File: config.mk
export PLATFORM = sky130hd
export DESIGN_NAME = core_memory_space_decode
export DESIGN_NICKNAME = d
export VERILOG_FILES = /design/src/core/mem_map_pkg.sv /design/src/core/core_memory_space_decode.sv /design/src/core/data_decode.sv
export SDC_FILE = /design/constraint.sdc
export NUM_CORES = 1
export LEC_CHECK = 0
export BUFFER_PORTS_ARGS = -buffer_cell sky130_fd_sc_hd__buf_2
export CAP_MARGIN = 40
export CORE_MARGIN = 2
export CORE_UTILIZATION = 31
export DETAILED_ROUTE_END_ITERATION = 10
export PLACE_DENSITY = 0.58
export SYNTH_ARGS = -nofsm -noshare
export SYNTH_HDL_FRONTEND = slang
export SYNTH_SLANG_ARGS = --single-unit
File: constraint.sdc
create_clock -name CLK_I -period 16.1 [get_ports CLK_I]
set_input_delay 4.025 -clock CLK_I [delete_from_list [all_inputs] [get_ports CLK_I]]
set_output_delay 4.025 -clock CLK_I [all_outputs]
set_load 0.02 [all_outputs]
File: src/core/mem_map_pkg.sv
package mem_map_pkg;
   localparam int PC_W = 12;
   localparam int DA_W = 8;
   localparam int DATA_W = 8;
   localparam int STACK_DEPTH = 6;
   localparam int WIN_LOW_W = 6;
   localparam int WIN_BASE_W = 6;
   localparam int BANK_W = 8;
   localparam logic [11:0] RESET_VEC_LO = 12'hFFE;
   localparam logic [11:0] NMI_VEC_LO = 12'hFFC;
   localparam logic [11:0] IRQ_VEC_FIRST = 12'hFF0;
   localparam logic [11:0] IRQ_VEC_LAST = 12'hFF7;
   localparam logic [11:0] RSV_VEC_FIRST = 12'hFF8;
   localparam logic [11:0] RSV_VEC_LAST = 12'hFFB;
   localparam logic [11:0] USER_FIRST = 12'h080;
   localparam logic [11:0] USER_LAST = 12'hF9F;
   localparam logic [11:0] RSV_HI_FIRST = 12'hFA0;
   localparam logic [11:0] RSV_HI_LAST = 12'hFEF;
   localparam logic [7:0] FILL_BYTE = 8'hFF;
   localparam logic [7:0] BANK_FIRST = 8'h00;
   localparam logic [7:0] BANK_LAST = 8'h3F;
   localparam logic [7:0] WIN_FIRST = 8'h40;
   localparam logic [7:0] WIN_LAST = 8'h7F;
   localparam logic [7:0] RAM_FIRST = 8'h84;
   localparam logic [7:0] RAM_LAST = 8'hBF;
   localparam logic [7:0] WIN_BASE_ADDR = 8'hC9;
   localparam logic [7:0] BANK_SEL_ADDR = 8'hE8;
   localparam int BANK_RAM2_BIT = 4;
   localparam int BANK_EE1_BIT = 1;
   localparam int BANK_EE0_BIT = 0;
   localparam logic [11:0] PC_ZERO = 12'h000;
   localparam logic [7:0] BYTE_ZERO = 8'h00;
   localparam logic [2:0] SP_ZERO = 3'h0;

   typedef enum logic [2:0] {
      PR_RESERVED, PR_USER, PR_IRQ_VEC, PR_NMI_VEC, PR_RESET_VEC
   } prog_region_e;

   typedef enum logic [3:0] {
      DR_NONE, DR_BANK_RAM2, DR_BANK_EE0, DR_BANK_EE1, DR_BANK_BASE,
      DR_WINDOW, DR_RAM, DR_REG
   } data_region_e;

   typedef struct packed {
      logic rd;
      logic wr;
      logic [7:0] addr;
      logic [7:0] wdata;
   } data_req_s;

   typedef struct packed {
      data_region_e region;
      logic [11:0] prog_addr;
      logic win_rd;
   } data_route_s;
endpackage

File: src/core/core_memory_space_decode.sv
`timescale 1ns/1ns
module core_memory_space_decode #(
   parameter int STACK_LEVELS = mem_map_pkg::STACK_DEPTH
) (
   input wire logic CLK_I,
   input wire logic RESET_I,
   input wire logic RESET_N_I,
   input wire logic NMI_N_I,
   input wire logic PROG_ENTRY_I,
   input wire logic READOUT_PROTECT_I,
   input wire logic [11:0] FETCH_ADDR_I,
   input wire logic EXT_READ_I,
   input wire logic [7:0] PROG_DATA_I,
   input wire logic CALL_I,
   input wire logic RET_I,
   input wire logic [11:0] PUSH_ADDR_I,
   input wire logic NMI_ACK_I,
   input wire mem_map_pkg::data_req_s DATA_REQ_I,
   output logic [11:0] RET_ADDR_O,
   output logic STACK_OVF_O,
   output logic [2:0] STACK_LEVEL_O,
   output logic [2:0] PROG_REGION_O,
   output logic [11:0] PROG_ADDR_O,
   output logic [7:0] EXT_DATA_O,
   output logic EXT_REFUSED_O,
   output logic [3:0] DATA_REGION_O,
   output logic WIN_READ_O,
   output logic [7:0] WIN_BASE_O,
   output logic [7:0] BANK_SEL_O,
   output logic NMI_PENDING_O,
   output logic CORE_RESET_O,
   output logic [11:0] START_VEC_O,
   output logic PROG_MODE_O
);
   initial begin
      if (STACK_LEVELS < 1 || STACK_LEVELS > 7) begin
         $error("STACK_LEVELS must be 1..7");
      end
   end

   typedef struct packed {
      logic [2:0] rst_sync;
      logic [2:0] nmi_sync;
      logic [1:0] prog_sync;
      logic [2:0] sp;
      logic [6:0][11:0] stack;
      logic [11:0] ret_addr;
      logic ovf;
      logic [2:0] prog_region;
      logic [11:0] prog_addr;
      logic [7:0] ext_data;
      logic ext_refused;
      logic [3:0] data_region;
      logic win_rd;
      logic [7:0] win_base;
      logic [7:0] bank_sel;
      logic nmi_pend;
      logic core_rst;
      logic [11:0] start_vec;
      logic prog_mode;
   } state_s;

   state_s s_q, s_d;
   mem_map_pkg::data_route_s route;
   mem_map_pkg::prog_region_e preg;

   data_decode u_dec (
      .addr_i(DATA_REQ_I.addr),
      .win_base_i(s_q.win_base[mem_map_pkg::WIN_BASE_W-1:0]),
      .bank_sel_i(s_q.bank_sel),
      .route_o(route)
   );

   always_comb begin
      preg = mem_map_pkg::PR_RESERVED;
      if (FETCH_ADDR_I >= mem_map_pkg::USER_FIRST && FETCH_ADDR_I <= mem_map_pkg::USER_LAST) begin
         preg = mem_map_pkg::PR_USER;
      end else if (FETCH_ADDR_I >= mem_map_pkg::IRQ_VEC_FIRST
                   && FETCH_ADDR_I <= mem_map_pkg::IRQ_VEC_LAST) begin
         preg = mem_map_pkg::PR_IRQ_VEC;
      end else if (FETCH_ADDR_I[11:1] == mem_map_pkg::NMI_VEC_LO[11:1]) begin
         preg = mem_map_pkg::PR_NMI_VEC;
      end else if (FETCH_ADDR_I[11:1] == mem_map_pkg::RESET_VEC_LO[11:1]) begin
         preg = mem_map_pkg::PR_RESET_VEC;
      end
   end

   always_comb begin
      s_d = s_q;
      // synchronisers; stage 0 read only by stage 1
      s_d.rst_sync = {s_q.rst_sync[1:0], RESET_N_I};
      s_d.nmi_sync = {s_q.nmi_sync[1:0], NMI_N_I};
      s_d.prog_sync = {s_q.prog_sync[0], PROG_ENTRY_I};
      s_d.core_rst = !s_q.rst_sync[1];
      s_d.start_vec = mem_map_pkg::RESET_VEC_LO;
      if (!s_q.rst_sync[1]) begin
         s_d.prog_mode = s_q.prog_sync[1];
         s_d.sp = mem_map_pkg::SP_ZERO;
         s_d.ovf = 1'b0;
         s_d.nmi_pend = 1'b0;
      end else begin
         // falling edge wins over the acknowledge
         if (s_q.nmi_sync[2] && !s_q.nmi_sync[1]) begin
            s_d.nmi_pend = 1'b1;
         end else if (NMI_ACK_I) begin
            s_d.nmi_pend = 1'b0;
         end
         if (CALL_I) begin
            if (s_q.sp < 3'(STACK_LEVELS)) begin
               s_d.stack[s_q.sp] = PUSH_ADDR_I;
               s_d.sp = s_q.sp + 3'h1;
            end else begin
               s_d.ovf = 1'b1; // push address dropped on overflow; stack and sp kept
            end
         end else if (RET_I && s_q.sp != mem_map_pkg::SP_ZERO) begin
            s_d.ret_addr = s_q.stack[s_q.sp - 3'h1];
            s_d.sp = s_q.sp - 3'h1;
         end
      end
      s_d.prog_region = 3'(preg);
      s_d.prog_addr = FETCH_ADDR_I;
      if (EXT_READ_I) begin
         s_d.ext_refused = READOUT_PROTECT_I;
         s_d.ext_data = READOUT_PROTECT_I ? mem_map_pkg::FILL_BYTE : PROG_DATA_I;
      end
      s_d.data_region = 4'(route.region);
      s_d.win_rd = DATA_REQ_I.rd && route.win_rd;
      if (s_d.win_rd) begin
         s_d.prog_addr = route.prog_addr;
      end
      if (DATA_REQ_I.wr && DATA_REQ_I.addr == mem_map_pkg::WIN_BASE_ADDR) begin
         s_d.win_base = {2'b00, DATA_REQ_I.wdata[mem_map_pkg::WIN_BASE_W-1:0]};
      end
      if (DATA_REQ_I.wr && DATA_REQ_I.addr == mem_map_pkg::BANK_SEL_ADDR) begin
         s_d.bank_sel = DATA_REQ_I.wdata;
      end
   end

   always_ff @(posedge CLK_I or posedge RESET_I) begin
      if (RESET_I) begin
         s_q <= '0;
         s_q.rst_sync <= 3'h0;
         s_q.nmi_sync <= 3'h7;
         s_q.core_rst <= 1'b1;
         s_q.start_vec <= mem_map_pkg::RESET_VEC_LO;
      end else begin
         s_q <= s_d;
      end
   end

   assign RET_ADDR_O = s_q.ret_addr;
   assign STACK_OVF_O = s_q.ovf;
   assign STACK_LEVEL_O = s_q.sp;
   assign PROG_REGION_O = s_q.prog_region;
   assign PROG_ADDR_O = s_q.prog_addr;
   assign EXT_DATA_O = s_q.ext_data;
   assign EXT_REFUSED_O = s_q.ext_refused;
   assign DATA_REGION_O = s_q.data_region;
   assign WIN_READ_O = s_q.win_rd;
   assign WIN_BASE_O = s_q.win_base;
   assign BANK_SEL_O = s_q.bank_sel;
   assign NMI_PENDING_O = s_q.nmi_pend;
   assign CORE_RESET_O = s_q.core_rst;
   assign START_VEC_O = s_q.start_vec;
   assign PROG_MODE_O = s_q.prog_mode;
endmodule

File: src/core/data_decode.sv
`timescale 1ns/1ns
module data_decode (
   input wire logic [7:0] addr_i,
   input wire logic [5:0] win_base_i,
   input wire logic [7:0] bank_sel_i,
   output mem_map_pkg::data_route_s route_o
);
   always_comb begin
      route_o.region = mem_map_pkg::DR_REG;
      route_o.prog_addr = {win_base_i, addr_i[mem_map_pkg::WIN_LOW_W-1:0]};
      route_o.win_rd = 1'b0;
      if (addr_i <= mem_map_pkg::BANK_LAST) begin
         // page 2 bit wins, then bit 1, if software sets several
         if (bank_sel_i[mem_map_pkg::BANK_RAM2_BIT]) begin
            route_o.region = mem_map_pkg::DR_BANK_RAM2;
         end else if (bank_sel_i[mem_map_pkg::BANK_EE1_BIT]) begin
            route_o.region = mem_map_pkg::DR_BANK_EE1;
         end else if (bank_sel_i[mem_map_pkg::BANK_EE0_BIT]) begin
            route_o.region = mem_map_pkg::DR_BANK_EE0;
         end else begin
            route_o.region = mem_map_pkg::DR_BANK_BASE;
         end
      end else if (addr_i >= mem_map_pkg::WIN_FIRST && addr_i <= mem_map_pkg::WIN_LAST) begin
         route_o.region = mem_map_pkg::DR_WINDOW;
         route_o.win_rd = 1'b1;
      end else if (addr_i >= mem_map_pkg::RAM_FIRST && addr_i <= mem_map_pkg::RAM_LAST) begin
         route_o.region = mem_map_pkg::DR_RAM;
      end
   end
endmodule

==> flow_summary.toml <==
[drt]
drtAntennaViolNets = 0
drt_iter0_drc = 161
drt_wl_total_mm = 14.3
wl_per_cell_um = 16.4
vias = 4118
first_pass_iters = 4
drc = 0
viasPerCell = 4.71

[floorplan]
placementRows = 54
die_area_sq_um = 23500
ioPinCount = 136
die_y_um = 153
start_util = 0.317
core-area_sq_um = 21800
fp.dieW_um = 153

[sta]
fin_hold_ws_ps = 352
fmax_mhz = 189
finalHoldViolCount = 0
relSlewSlack = 0.403
setup_viol = 0
period_share = 0.328
postLayoutSetupSlackWorst_ps = 10820
min_period_ps = 5280
fin_tns_setup_ps = 0
worst_pin_slew_ps = 892
skew_ps = 10.8
rsz0062_at_grt = "false"
slew_viol_final = 0

[synthesis]
avgSynthCellArea_sq_um = 13.1
netlist_area_sq_um = 6910
synth_cells = 528
synth_top_area_frac = 0.536
ys_types = 39
ys_seq_area_frac = 0.551
yosys.area.top_type = "dfrtp_1"
ys_seq_elements = 152
yosys_warnings = 0
synth_area_leaders = "dfrtp_1 54%, mux2_2 18%, buf_4 7.8%, mux4_2 3.9%, dfstp_2 1.5%"

[setup_path]
start_kind = "flip-flop"
cp_cell_sequence = "buf_2"
slowest_stage = "dfrtp_1"
cp.arrival_ps = 1250
cp.required_ps = 12070
cp_top_family = "flip-flops"
slowest_delay_ps = 590
crit_path_end_kind = "output port"
setup.worst_path.class = "reg2out"
crit_buf_inv = 1
cp_max_fo = 12

[global_routing]
grt_use_total = 0.130
grt_max_degree = 96
antenna_found_initial = 0
grt_pass1_wl_mm = 24.1
grt_pass1_vias = 4633
grt-ovfl-total = 0

[cts]
clock_latency_ps = 420
htreeDepth = 4
cts_tree = "yes"
cts_num_sinks = 152
cts_buffer_depth = 2
cts_setup_buffers = 0
clk_pin_slew_ps = 60
cts_resized = 0
hold_buffers = 0
root_buffer = "clkbuf_16"
cts_buffers = 17

[cells_and_area]
diodes = 0
final_common_cell = "dfrtp_1"
final_nets = 644
nFillCells = 2149
multi_input_area_sq_um = 2410
fin_util = 0.362
most-common-layout-cells = "148 x dfrtp_1, 120 x buf_2, 112 x mux2_2, 28 x nor2_1, 17 x clkbuf_16"
regArea_sq_um = 3810
areaGrowthSynthToFinish_pct = 14.4
drive_above_1_share = 0.492

[min_path]
hold_class = "reg2reg"

[power]
peakVddDrop_mv = 0.0555
power.leakage_uw = 0.00367
p_per_area_nw_per_um2 = 159

[place]
numPortBuffers = 120
pre_cts_ws_ps = 10470
dpl.hpwl_mm = 9.62
gp_congestion = 0.771

[job]
drv_cap = 0

[status]
status = "completed"
-- layer usage --
layer	part of all wire	GRT usage
met5	0	0
met4	0.016	0.0445
met3	0.074	0.0516
met2	0.49	0.217
met1	0.42	0.153
-- per-stage QoR --
stage / cells / total power (uW) / cell area (sq um)
6_report: 874 / 1260 / 7910
5_1_grt: 874 / 1330 / 7910
4_1_cts: 874 / 1280 / 7910
3_5_place_dp: 842 / 847 / 7280
3_3_place_gp: 841 / 828 / 7250
2_1_floorplan: 541 / 791 / 6960
-- cell families (layout without fill, tap and decap cells) --
kind of cell | Yosys count | in the layout | synth area share
flops | 152 | 152 | 0.551
mux | 124 | 124 | 0.222
buf+inv | 114 | 167 | 0.107
simple gates | 74 | 74 | 0.0543
compound gates | 58 | 58 | 0.0580
fa+ha+maj | 3 | 3 | 0.00543
other cells | 2 | 15 | 0.00109
xor+xnor | 1 | 1 | 0.00127
-- final cells by class --
type / instances / share of cell area
repair buffers: 127 / 0.0852
well taps: 280 / 0.0443
clock inverters: 12 / 0.0204
multi-input cells: 275 / 0.305
flip-flops and latches: 152 / 0.482
clock buffers: 20 / 0.0590
inverters: 8 / 0.00443
-- power breakdown --
part | switching [uW] | leakage [uW] | internal, uW | total, uW
Clock | 163 | 0.000305 | 259 | 421
Combinational | 149 | 0.00147 | 154 | 302
Sequential | 50.5 | 0.00189 | 483 | 533
Total | 362 | 0.00367 | 895 | 1260
-- cell usage after synthesis (all sizes together) --
master,n
a32o,1
or3,3
ha,3
dfstp,4
a221oi,1
xnor2,1
inv,8
o22ai,1
nand2,15
a21boi,1
conb,2
or3b,1
nand3,7
o211ai,12
a22oi,12
or4,1
clkbuf,17
mux4,12
dfrtp,148
and3,4
nor2,28
o21ai,1
and4bb,1
o31ai,2
a211oi,1
and4b,1
mux2,112
nor3,6
o21a,12
a21oi,14
nor2b,2
buf,89
nand2b,5
-- worst paths after layout --
| check | from | to | slack (ps) | cells past startpoint |
|---|---|---|---|---|
| worst min-delay path | s_d[166] | s_d[167] | 350 | 0 |
| worst max register to register | STACK_LEVEL_O[0] | RET_ADDR_O[0] | 13390 | 8 |
| max in group asynchronous | RESET_I | async pin | 11230 | 4 |
| worst min register to register | s_d[166] | s_d[167] | 350 | 0 |
| worst max-delay path | STACK_LEVEL_O[2] | STACK_LEVEL_O[2] | 10820 | 1 |
| min in group asynchronous | RESET_I | EXT_DATA_O[1] | 3480 | 2 |
No activity file was read; power rests on OpenSTA's default activity.
